===== config.mk =====
export PLATFORM = sky130hd
export DESIGN_NAME = nv_access_ctrl
export DESIGN_NICKNAME = d
export VERILOG_FILES = /design/src/shared/nv_access_pkg.sv /design/src/hw/nv_byte_array.sv /design/src/hw/nv_access_ctrl.sv
export SDC_FILE = /design/constraint.sdc
export NUM_CORES = 2
export LEC_CHECK = 0
export BUFFER_PORTS_ARGS = -buffer_cell sky130_fd_sc_hd__buf_2
export CAP_MARGIN = 20
export CELL_PAD_IN_SITES_DETAIL_PLACEMENT = 1
export CELL_PAD_IN_SITES_GLOBAL_PLACEMENT = 1
export CORE_UTILIZATION = 40
export CTS_CLUSTER_DIAMETER = 120
export CTS_CLUSTER_SIZE = 10
export DETAILED_ROUTE_END_ITERATION = 7
export PLACE_DENSITY = 0.69
export SLEW_MARGIN = 15
export SYNTH_ARGS = -nofsm -noshare
export SYNTH_HDL_FRONTEND = slang
export SYNTH_HIERARCHICAL = 1
export SYNTH_SLANG_ARGS = --single-unit

===== constraint.sdc =====
create_clock -name clk_i -period 38.5 [get_ports clk_i]
set_input_delay 1.925 -clock clk_i [delete_from_list [all_inputs] [get_ports clk_i]]
set_output_delay 1.925 -clock clk_i [all_outputs]
set_load 0.005 [all_outputs]

===== src/shared/nv_access_pkg.sv =====
// Constants shared by the byte storage controller and its array.
// Assumes a 100 MHz processor clock and a separate calibrated timing tick input.
package nv_access_pkg;
  // ****************************************************************
  // Geometry
  // ****************************************************************
  localparam int unsigned NV_BYTES      = 512;
  localparam int unsigned NV_ADDR_W     = 9;
  localparam logic [7:0]  ERASED_VALUE  = 8'hff;
  localparam logic [7:0]  VALUE_RESET   = 8'h00;

  // ****************************************************************
  // Control field encodings
  // ****************************************************************
  localparam logic [1:0] ACT_ATOMIC     = 2'h0;
  localparam logic [1:0] ACT_ERASE      = 2'h1;
  localparam logic [1:0] ACT_WRITE      = 2'h2;
  localparam logic [1:0] ACT_RESERVED   = 2'h3;

  // ****************************************************************
  // Timing: stall cycles and arming window in processor clocks
  // ****************************************************************
  localparam logic [2:0] READ_STALL_CYC = 3'h4;
  localparam logic [2:0] PROG_STALL_CYC = 3'h2;
  localparam logic [2:0] ARM_WINDOW_CYC = 3'h4;

  // Program times in microseconds; ticks from the calibrated oscillator
  localparam int unsigned ATOMIC_TIME_US = 3400;
  localparam int unsigned SPLIT_TIME_US  = 1800;
  localparam int unsigned TICK_PERIOD_US = 1;
  localparam int unsigned ATOMIC_TICKS   = ATOMIC_TIME_US / TICK_PERIOD_US;
  localparam int unsigned SPLIT_TICKS    = SPLIT_TIME_US / TICK_PERIOD_US;
  localparam int unsigned TICK_CNT_W     = 12;

  typedef enum logic [2:0] {
    ST_IDLE  = 3'b001,
    ST_ERASE = 3'b010,
    ST_WRITE = 3'b100
  } prog_state_type;
endpackage : nv_access_pkg


===== src/hw/nv_byte_array.sv =====
// Byte storage array with registered read data and per-byte erase/write.
// Assumes the controller never reads and programs in the same cycle.
`timescale 1ns/1ps
module nv_byte_array
  import nv_access_pkg::*;
(
  input  wire logic                 clk_i,
  input  wire logic [NV_ADDR_W-1:0] addr_i,
  input  wire logic                 rd_i,
  input  wire logic                 erase_i,
  input  wire logic                 write_i,
  input  wire logic [7:0]           wdata_i,
  output logic      [7:0]           rdata_o
);
  logic [7:0] mem_q [NV_BYTES];

  // Write-only clears bits (AND), as in a real cell; unerased targets lose data
  always_ff @(posedge clk_i) begin
    if (erase_i) begin
      mem_q[addr_i] <= ERASED_VALUE;
    end else if (write_i) begin
      mem_q[addr_i] <= mem_q[addr_i] & wdata_i;
    end
  end

  always_ff @(posedge clk_i) begin
    if (rd_i) begin
      rdata_o <= mem_q[addr_i];
    end
  end
endmodule : nv_byte_array


===== src/hw/nv_access_ctrl.sv =====
// Byte-wide nonvolatile data storage controller with pointer, value and control.
// Assumes the processor writes fields through the *_we_i strobes on clk_i and
// honours stall_o; prog_tick_i is a pulse from the calibrated oscillator domain.
`timescale 1ns/1ps
// Behaviour
// - 512-byte array, single-byte read and write
// - Read stalls the processor four cycles
// - Program start stalls the processor two cycles
// - Select zero, armed strobe: erase plus write
// - Strobe stays one until programming ends
// - No other array access while programming
// - Select 01: erase only, strobe held
// - Select 10: write only, strobe held
// - Program time from calibrated oscillator ticks
// - 3.4 ms atomic, 1.8 ms split; 11 reserved
// - Arm bit self-clears after four cycles
// - Select locked while busy; resets to 00 only when idle
// - Ready interrupt level while idle and enabled
module nv_access_ctrl
  import nv_access_pkg::*;
(
  input  wire logic                 clk_i,
  input  wire logic                 rst_i,
  input  wire logic                 prog_tick_i,
  input  wire logic                 gie_i,
  input  wire logic                 ptr_we_i,
  input  wire logic [NV_ADDR_W-1:0] ptr_wdata_i,
  input  wire logic                 val_we_i,
  input  wire logic [7:0]           val_wdata_i,
  input  wire logic                 sel_we_i,
  input  wire logic [1:0]           sel_wdata_i,
  input  wire logic                 irq_en_we_i,
  input  wire logic                 irq_en_wdata_i,
  input  wire logic                 arm_set_i,
  input  wire logic                 prog_set_i,
  input  wire logic                 read_set_i,
  output logic      [NV_ADDR_W-1:0] nv_byte_pointer_o,
  output logic      [7:0]           nv_byte_value_o,
  output logic      [1:0]           program_action_select_o,
  output logic                      ready_irq_enable_o,
  output logic                      program_arm_o,
  output logic                      program_strobe_o,
  output logic                      stall_o,
  output logic                      ready_irq_o
);
  // ****************************************************************
  // Tick synchroniser
  // ****************************************************************
  logic tick_s1_q, tick_s2_q, tick_s3_q, tick_pulse;
  always_ff @(posedge clk_i) begin
    tick_s1_q <= prog_tick_i;
    tick_s2_q <= tick_s1_q;
    tick_s3_q <= tick_s2_q;
  end
  assign tick_pulse = tick_s2_q & ~tick_s3_q;

  // ****************************************************************
  // Control state
  // ****************************************************************
  prog_state_type         state_q;
  logic [TICK_CNT_W-1:0]  ticks_q;
  logic [2:0]             arm_cnt_q;
  logic [2:0]             stall_cnt_q;
  logic                   busy, start, do_read, phase_done, atomic_q;
  logic [7:0]             rdata;
  logic                   rd_pending_q;

  function automatic logic [TICK_CNT_W-1:0] phase_ticks(input logic [1:0] sel);
    phase_ticks = (sel == ACT_ATOMIC) ? TICK_CNT_W'(ATOMIC_TICKS / 2)
                                      : TICK_CNT_W'(SPLIT_TICKS);
  endfunction

  assign busy       = (state_q != ST_IDLE);
  // Reserved select is refused so software cannot start an undefined action
  assign start      = prog_set_i & program_arm_o & ~busy &
                      (program_action_select_o != ACT_RESERVED);
  assign do_read    = read_set_i & ~busy;
  assign phase_done = busy & tick_pulse & (ticks_q == TICK_CNT_W'(1));

  always_ff @(posedge clk_i) begin
    if (rst_i) begin
      state_q  <= ST_IDLE;
      ticks_q  <= '0;
      atomic_q <= 1'b0;
    end else begin
      unique case (state_q)
        ST_IDLE: begin
          if (start) begin
            atomic_q <= (program_action_select_o == ACT_ATOMIC);
            ticks_q  <= phase_ticks(program_action_select_o);
            state_q  <= (program_action_select_o == ACT_WRITE) ? ST_WRITE
                                                                 : ST_ERASE;
          end
        end
        ST_ERASE: begin
          if (phase_done) begin
            if (atomic_q) begin
              ticks_q <= phase_ticks(ACT_ATOMIC);
              state_q <= ST_WRITE;
            end else begin
              state_q <= ST_IDLE;
            end
          end else if (tick_pulse) begin
            ticks_q <= ticks_q - TICK_CNT_W'(1);
          end
        end
        ST_WRITE: begin
          if (phase_done) begin
            state_q <= ST_IDLE;
          end else if (tick_pulse) begin
            ticks_q <= ticks_q - TICK_CNT_W'(1);
          end
        end
      endcase
    end
  end

  // Array work happens at the end of each phase so an aborted time never corrupts
  nv_byte_array u_array (
    .clk_i   (clk_i),
    .addr_i  (nv_byte_pointer_o),
    .rd_i    (do_read),
    .erase_i (phase_done & (state_q == ST_ERASE)),
    .write_i (phase_done & (state_q == ST_WRITE)),
    .wdata_i (nv_byte_value_o),
    .rdata_o (rdata)
  );

  // Strobe mirrors the busy state, so it drops only when work is finished
  always_ff @(posedge clk_i) begin
    if (rst_i) begin
      program_strobe_o <= 1'b0;
    end else begin
      program_strobe_o <= (busy & ~(phase_done & ~(atomic_q & state_q == ST_ERASE)))
                          | start;
    end
  end

  // ****************************************************************
  // Arm window
  // ****************************************************************
  always_ff @(posedge clk_i) begin
    if (rst_i) begin
      program_arm_o <= 1'b0;
      arm_cnt_q     <= '0;
    end else if (arm_set_i) begin
      program_arm_o <= 1'b1;
      arm_cnt_q     <= ARM_WINDOW_CYC;
    end else if (program_arm_o) begin
      arm_cnt_q     <= arm_cnt_q - 3'h1;
      program_arm_o <= (arm_cnt_q != 3'h1) & ~start;
    end
  end

  // ****************************************************************
  // Processor stall
  // ****************************************************************
  always_ff @(posedge clk_i) begin
    if (rst_i) begin
      stall_cnt_q <= '0;
      stall_o     <= 1'b0;
    end else if (do_read | start) begin
      stall_cnt_q <= do_read ? READ_STALL_CYC - 3'h1
                             : PROG_STALL_CYC - 3'h1;
      stall_o     <= 1'b1;
    end else if (stall_cnt_q != '0) begin
      stall_cnt_q <= stall_cnt_q - 3'h1;
    end else begin
      stall_o     <= 1'b0;
    end
  end

  // ****************************************************************
  // Pointer, value, select, enable
  // ****************************************************************
  always_ff @(posedge clk_i) begin
    if (rst_i) begin
      nv_byte_pointer_o <= '0;
    end else if (ptr_we_i & ~busy) begin
      nv_byte_pointer_o <= ptr_wdata_i;
    end
  end

  always_ff @(posedge clk_i) begin
    if (rst_i) begin
      rd_pending_q <= 1'b0;
    end else begin
      rd_pending_q <= do_read;
    end
  end

  always_ff @(posedge clk_i) begin
    if (rst_i) begin
      nv_byte_value_o <= VALUE_RESET;
    end else if (rd_pending_q) begin
      nv_byte_value_o <= rdata;
    end else if (val_we_i & ~busy) begin
      nv_byte_value_o <= val_wdata_i;
    end
  end

  always_ff @(posedge clk_i) begin
    if (rst_i & ~busy) begin
      program_action_select_o <= ACT_ATOMIC;
    end else if (sel_we_i & ~program_strobe_o & ~rst_i) begin
      program_action_select_o <= sel_wdata_i;
    end
  end

  always_ff @(posedge clk_i) begin
    if (rst_i) begin
      ready_irq_enable_o <= 1'b0;
      ready_irq_o        <= 1'b0;
    end else begin
      if (irq_en_we_i) begin
        ready_irq_enable_o <= irq_en_wdata_i;
      end
      ready_irq_o <= ready_irq_enable_o & gie_i & ~busy & ~start;
    end
  end

  // ****************************************************************
  // Checks
  // ****************************************************************
  a_read_stall: assert property (@(posedge clk_i) disable iff (rst_i)
    do_read |=> stall_o [*4] ##1 !stall_o) else $error("read stall not four cycles");
  a_prog_stall: assert property (@(posedge clk_i) disable iff (rst_i)
    start |=> stall_o [*2] ##1 !stall_o) else $error("program stall not two cycles");
  a_start_strobe: assert property (@(posedge clk_i) disable iff (rst_i)
    start |=> program_strobe_o) else $error("strobe not set on start");
  a_strobe_busy: assert property (@(posedge clk_i) disable iff (rst_i)
    busy |-> ##1 (program_strobe_o || $past(phase_done))) else $error("strobe dropped early");
  a_busy_noread: assert property (@(posedge clk_i) disable iff (rst_i)
    busy && read_set_i |=> ##1 $stable(nv_byte_value_o) || $past(val_we_i))
    else $error("read acted while busy");
  a_arm_clear: assert property (@(posedge clk_i) disable iff (rst_i)
    arm_set_i ##1 !arm_set_i [*4] |=> !program_arm_o) else $error("arm not cleared");
  a_select_lock: assert property (@(posedge clk_i) disable iff (rst_i)
    program_strobe_o && $past(program_strobe_o) |-> $stable(program_action_select_o))
    else $error("select changed while busy");
  a_ready_irq: assert property (@(posedge clk_i) disable iff (rst_i)
    busy |=> !ready_irq_o) else $error("ready interrupt while busy");
  a_erase_only: assert property (@(posedge clk_i) disable iff (rst_i)
    start && program_action_select_o == ACT_ERASE |=> state_q == ST_ERASE && !atomic_q)
    else $error("erase-only not entered");

  c_read:   cover property (@(posedge clk_i) do_read);
  c_atomic: cover property (@(posedge clk_i) start && program_action_select_o == ACT_ATOMIC);
  c_write:  cover property (@(posedge clk_i) start && program_action_select_o == ACT_WRITE);
  c_done:   cover property (@(posedge clk_i) phase_done && state_q == ST_WRITE);
endmodule : nv_access_ctrl


==> metrics <==
outcome=finished clean; maximum capacitance violations=0; kind of cell with the highest combined delay on the critical path=buffers and inverters; Post-Synthesis Cell Area=161,000 µm²; top post-synthesis cells by count=sky130_fd_sc_hd__edfxtp_1, sky130_fd_sc_hd__mux4_2, sky130_fd_sc_hd__nor2_1; Filler cells=36.8k; type of element capturing the critical path=flop; die height=637 µm; total grt overflow=0; routed via count=84.2k; area share of the largest cell type after synthesis=76.3%; DIE AREA=406,000 µm²; internal power component=0.00717 W; Mapped Avg Cell Area=20.4 µm²; most repeated library cell on the critical path=sky130_fd_sc_hd__buf_4; biggest area consumer among synthesized cells=sky130_fd_sc_hd__edfxtp_1; setup repair after global routing missed its margin=no; Clock Path Buffers=4; final hold violations=0; PostCTS Resize Cnt=0; via-per-instance ratio=6.22; Buffers & Inverters on Critical Path=7; Skew-Pair Late Insertion Delay=1010 ps; root buf cell=sky130_fd_sc_hd__clkbuf_16; clock network fraction of total power=41.3%; net load switching power=0.00199 W; routed wirelength normalized by instance count=34.5 µm; final-stage net count=8,187; slew at the pin closest to its max-slew limit=1250 ps; Setup CP Type=flop to flop; combinational share of power=4.8%; # Post-CTS Setup Buffers=0; post-synthesis async set-or-reset flop share=0%; number of antenna violations at the first check in global routing=30; area growth from synthesis to layout=11.5%; share of the cycle needed by the critical path after routing=23.0%; peak ir drop on the vdd network=0.0000407 V; cell breakdown of the critical path=buf_4 -> buf_12 -> buf_12 -> buf_4 -> mux4_2 -> a22oi_1 -> nand2_1 -> nor4_1 -> and4_1 -> nand4_1 -> a21o_4 -> buf_4 -> buf_4 -> buf_16; Die X-Extent=637 µm; total wirelength of the detailed-routed design=467 mm; number of global-route vias before repair=85.7k; largest cells by area after synthesis=sky130_fd_sc_hd__edfxtp_1, sky130_fd_sc_hd__mux4_2, sky130_fd_sc_hd__mux2i_1; clock slew at the register clock pins of the worst setup and hold paths=60 ps; top fanout value on the critical path=97; sequential power share=53.9%; starting density of the core=40.3%; synthesized flop and latch total=4,154; count of unique library cells instantiated by Yosys=90; row cnt=232; placeable core region=401,000 µm²; setup slack after placement=29,590 ps; Core Util, Final=44.9%; final setup violating endpoints=0; total power=0.00915 W; share of the yosys chip area belonging to registers=77.0%; final weighted congestion of routability-driven global placement=0.883; final critical-path required period=8870 ps; cells after synthesis=7,926; pwr/cell area=50.9 nW/µm²; DRT iter0 DRCs=11.1k; residual DRC count=0; most used standard cell by instance count after synthesis=sky130_fd_sc_hd__edfxtp_1; worst-case setup margin in the final layout=29,630 ps; Post-CTS Hold Fix Bufs=0; Worst path slowest cell=sky130_fd_sc_hd__nor4_1; Synthesized Nets=7,963; level count of the clock H-tree=5; HPWL after detailed placement=284 mm; leakage dissipation=64.6 nW; switching part of the total=21.7%; Critical Path RT=39,170 ps; Slew HR=16.8%; Hold Crit Class=flop to flop; EDFF count, synth=4,104; GRT Resource Usage Total=22.5%; wire length of the first global-routing pass=657 mm; dominant register cell in the synthesized netlist=sky130_fd_sc_hd__edfxtp_1; Post-Route Skew=69.2 ps; Final TNS setup=0 ps; TritonCTS clock tree=yes; final hold slack=390 ps; total iterations of the first detailed-routing run=5; IO buf count=54; number of routed nets with antenna violations=0; Arrival @ worst endpoint=9540 ps; number of sinks on the clock net=4,154; crit start category=flop; Syn. warnings=6; CTS buffer count=453; maximum clock rate=113 MHz; maximum number of pins on one net before global-route repair=245; IO Pins=55; fraction of final layout cells with drive strength greater than 1=20.3%; Max stage delay on crit path=860 ps; number of slew-limit violations in the final report=0; worst setup slack for register-to-register paths=29,630 ps
path summary, 6_finish.rpt:
check / depth (start not counted) / startpoint / endpoint
max: 14 / nv_byte_pointer_o[0] / u_array/mem_q[245][4]
min: 0 / tick_s1_q / tick_s2_q
max reg2reg: 14 / nv_byte_pointer_o[0] / u_array/mem_q[245][4]
min reg2reg: 0 / tick_s1_q / tick_s2_q
power groups by stage:
| stage | clock [W] | combinational [W] | sequential, W |
|---|---|---|---|
| after floorplan | 0 | 0.000303 | 0.00500 |
| after CTS | 0.00384 | 0.000442 | 0.00493 |
| after global routing | 0.00397 | 0.000461 | 0.00493 |
| final | 0.00378 | 0.000443 | 0.00493 |
| after global placement | 0 | 0.000433 | 0.00502 |
| after detailed placement | 0 | 0.000441 | 0.00502 |
worst reg2reg max path, cell delays in order, from the launching register on:
cell,delay (ps)
sky130_fd_sc_hd__dfxtp_4,730
sky130_fd_sc_hd__buf_4,700
sky130_fd_sc_hd__buf_12,600
sky130_fd_sc_hd__buf_12,790
sky130_fd_sc_hd__buf_4,910
sky130_fd_sc_hd__mux4_2,630
sky130_fd_sc_hd__a22oi_1,370
sky130_fd_sc_hd__nand2_1,120
sky130_fd_sc_hd__nor4_1,860
sky130_fd_sc_hd__and4_1,590
sky130_fd_sc_hd__nand4_1,220
sky130_fd_sc_hd__a21o_4,510
sky130_fd_sc_hd__buf_4,620
sky130_fd_sc_hd__buf_4,540
sky130_fd_sc_hd__buf_16,260
cells by family after synthesis:
group	after synthesis	synth area share (%)
adders and majority gates	6	0.0465
and+or+nand+nor	1150	3.19
buffers and inverters	509	1.73
xor gates and xnor gates	4	0.0217
muxes	1274	14.4
DFF	4154	77.0
AOI/OAI and AO/OA	829	3.66
per-stage QoR:
step | std cells | instance area (µm²)
after floorplan | 7926 | 161000
after global placement | 12900 | 167000
after detailed placement | 12900 | 168000
after CTS | 13500 | 180000
after global routing | 13500 | 180000
final | 13500 | 180000
layer usage:
| layer | global-route usage (%) | routed length, µm |
|---|---|---|
| met1 | 30.7 | 183000 |
| met2 | 35.7 | 220000 |
| met5 | 0 | 53 |
| met3 | 5.10 | 47100 |
| met4 | 7.72 | 17000 |
layout make-up:
| type | instances | area [µm²] | share of cell area [%] |
|---|---|---|---|
| Timing Repair Buffer | 261 | 2130 | 1.18 |
| Antenna cell | 14 | 35.0 | 0.0195 |
| Tap cell | 5265 | 6590 | 3.66 |
| Multi-Input combinational cell | 3263 | 34700 | 19.3 |
| Inverter | 17 | 67.6 | 0.0375 |
| Clock buffer | 544 | 11800 | 6.54 |
| Clock inverter | 25 | 392 | 0.218 |
| Sequential cell | 4154 | 124000 | 69.0 |
sequential cells by signal (all words and copies together) (netlist names), 2 cells and up:
| register | cells |
|---|---|
| program_action_select_o | 2 |
| arm_cnt_q | 3 |
| nv_byte_pointer_o | 9 |
| state_q | 3 |
| nv_byte_value_o | 8 |
| u_array/rdata_o | 8 |
| ticks_q | 12 |
| stall_cnt_q | 3 |
| u_array/mem_q | 4096 |
layout by cell type, fill, tap and decap left out, types with 11 or more instances in the layout:
master,Yosys,routed
sky130_fd_sc_hd__a32oi_1,17,17
sky130_fd_sc_hd__o22ai_1,66,66
sky130_fd_sc_hd__nand2_1,232,216
sky130_fd_sc_hd__a41oi_1,14,14
sky130_fd_sc_hd__clkbuf_1,184,87
sky130_fd_sc_hd__a21oi_1,140,140
sky130_fd_sc_hd__nor2b_1,19,12
sky130_fd_sc_hd__nand2_4,0,16
sky130_fd_sc_hd__mux4_2,832,832
sky130_fd_sc_hd__diode_2,0,14
sky130_fd_sc_hd__mux2_2,15,15
sky130_fd_sc_hd__a211oi_1,35,33
sky130_fd_sc_hd__a221oi_1,85,85
sky130_fd_sc_hd__buf_2,147,54
sky130_fd_sc_hd__nor2_1,601,599
sky130_fd_sc_hd__clkbuf_16,0,457
sky130_fd_sc_hd__nand3_1,72,72
sky130_fd_sc_hd__nand4_1,61,61
sky130_fd_sc_hd__nand2b_1,13,12
sky130_fd_sc_hd__a31oi_1,37,36
sky130_fd_sc_hd__nor4_1,16,13
sky130_fd_sc_hd__a22oi_1,195,195
sky130_fd_sc_hd__buf_12,3,11
sky130_fd_sc_hd__buf_4,84,185
sky130_fd_sc_hd__and2_1,17,16
sky130_fd_sc_hd__mux2i_1,424,424
sky130_fd_sc_hd__and3_1,22,21
sky130_fd_sc_hd__inv_1,16,15
sky130_fd_sc_hd__o21ai_0,79,77
sky130_fd_sc_hd__nor3_1,32,25
sky130_fd_sc_hd__dfxtp_1,50,44
sky130_fd_sc_hd__o211ai_1,26,26
sky130_fd_sc_hd__a22o_1,47,47
sky130_fd_sc_hd__edfxtp_1,4104,4104
No activity file was read; power rests on OpenSTA's default activity.
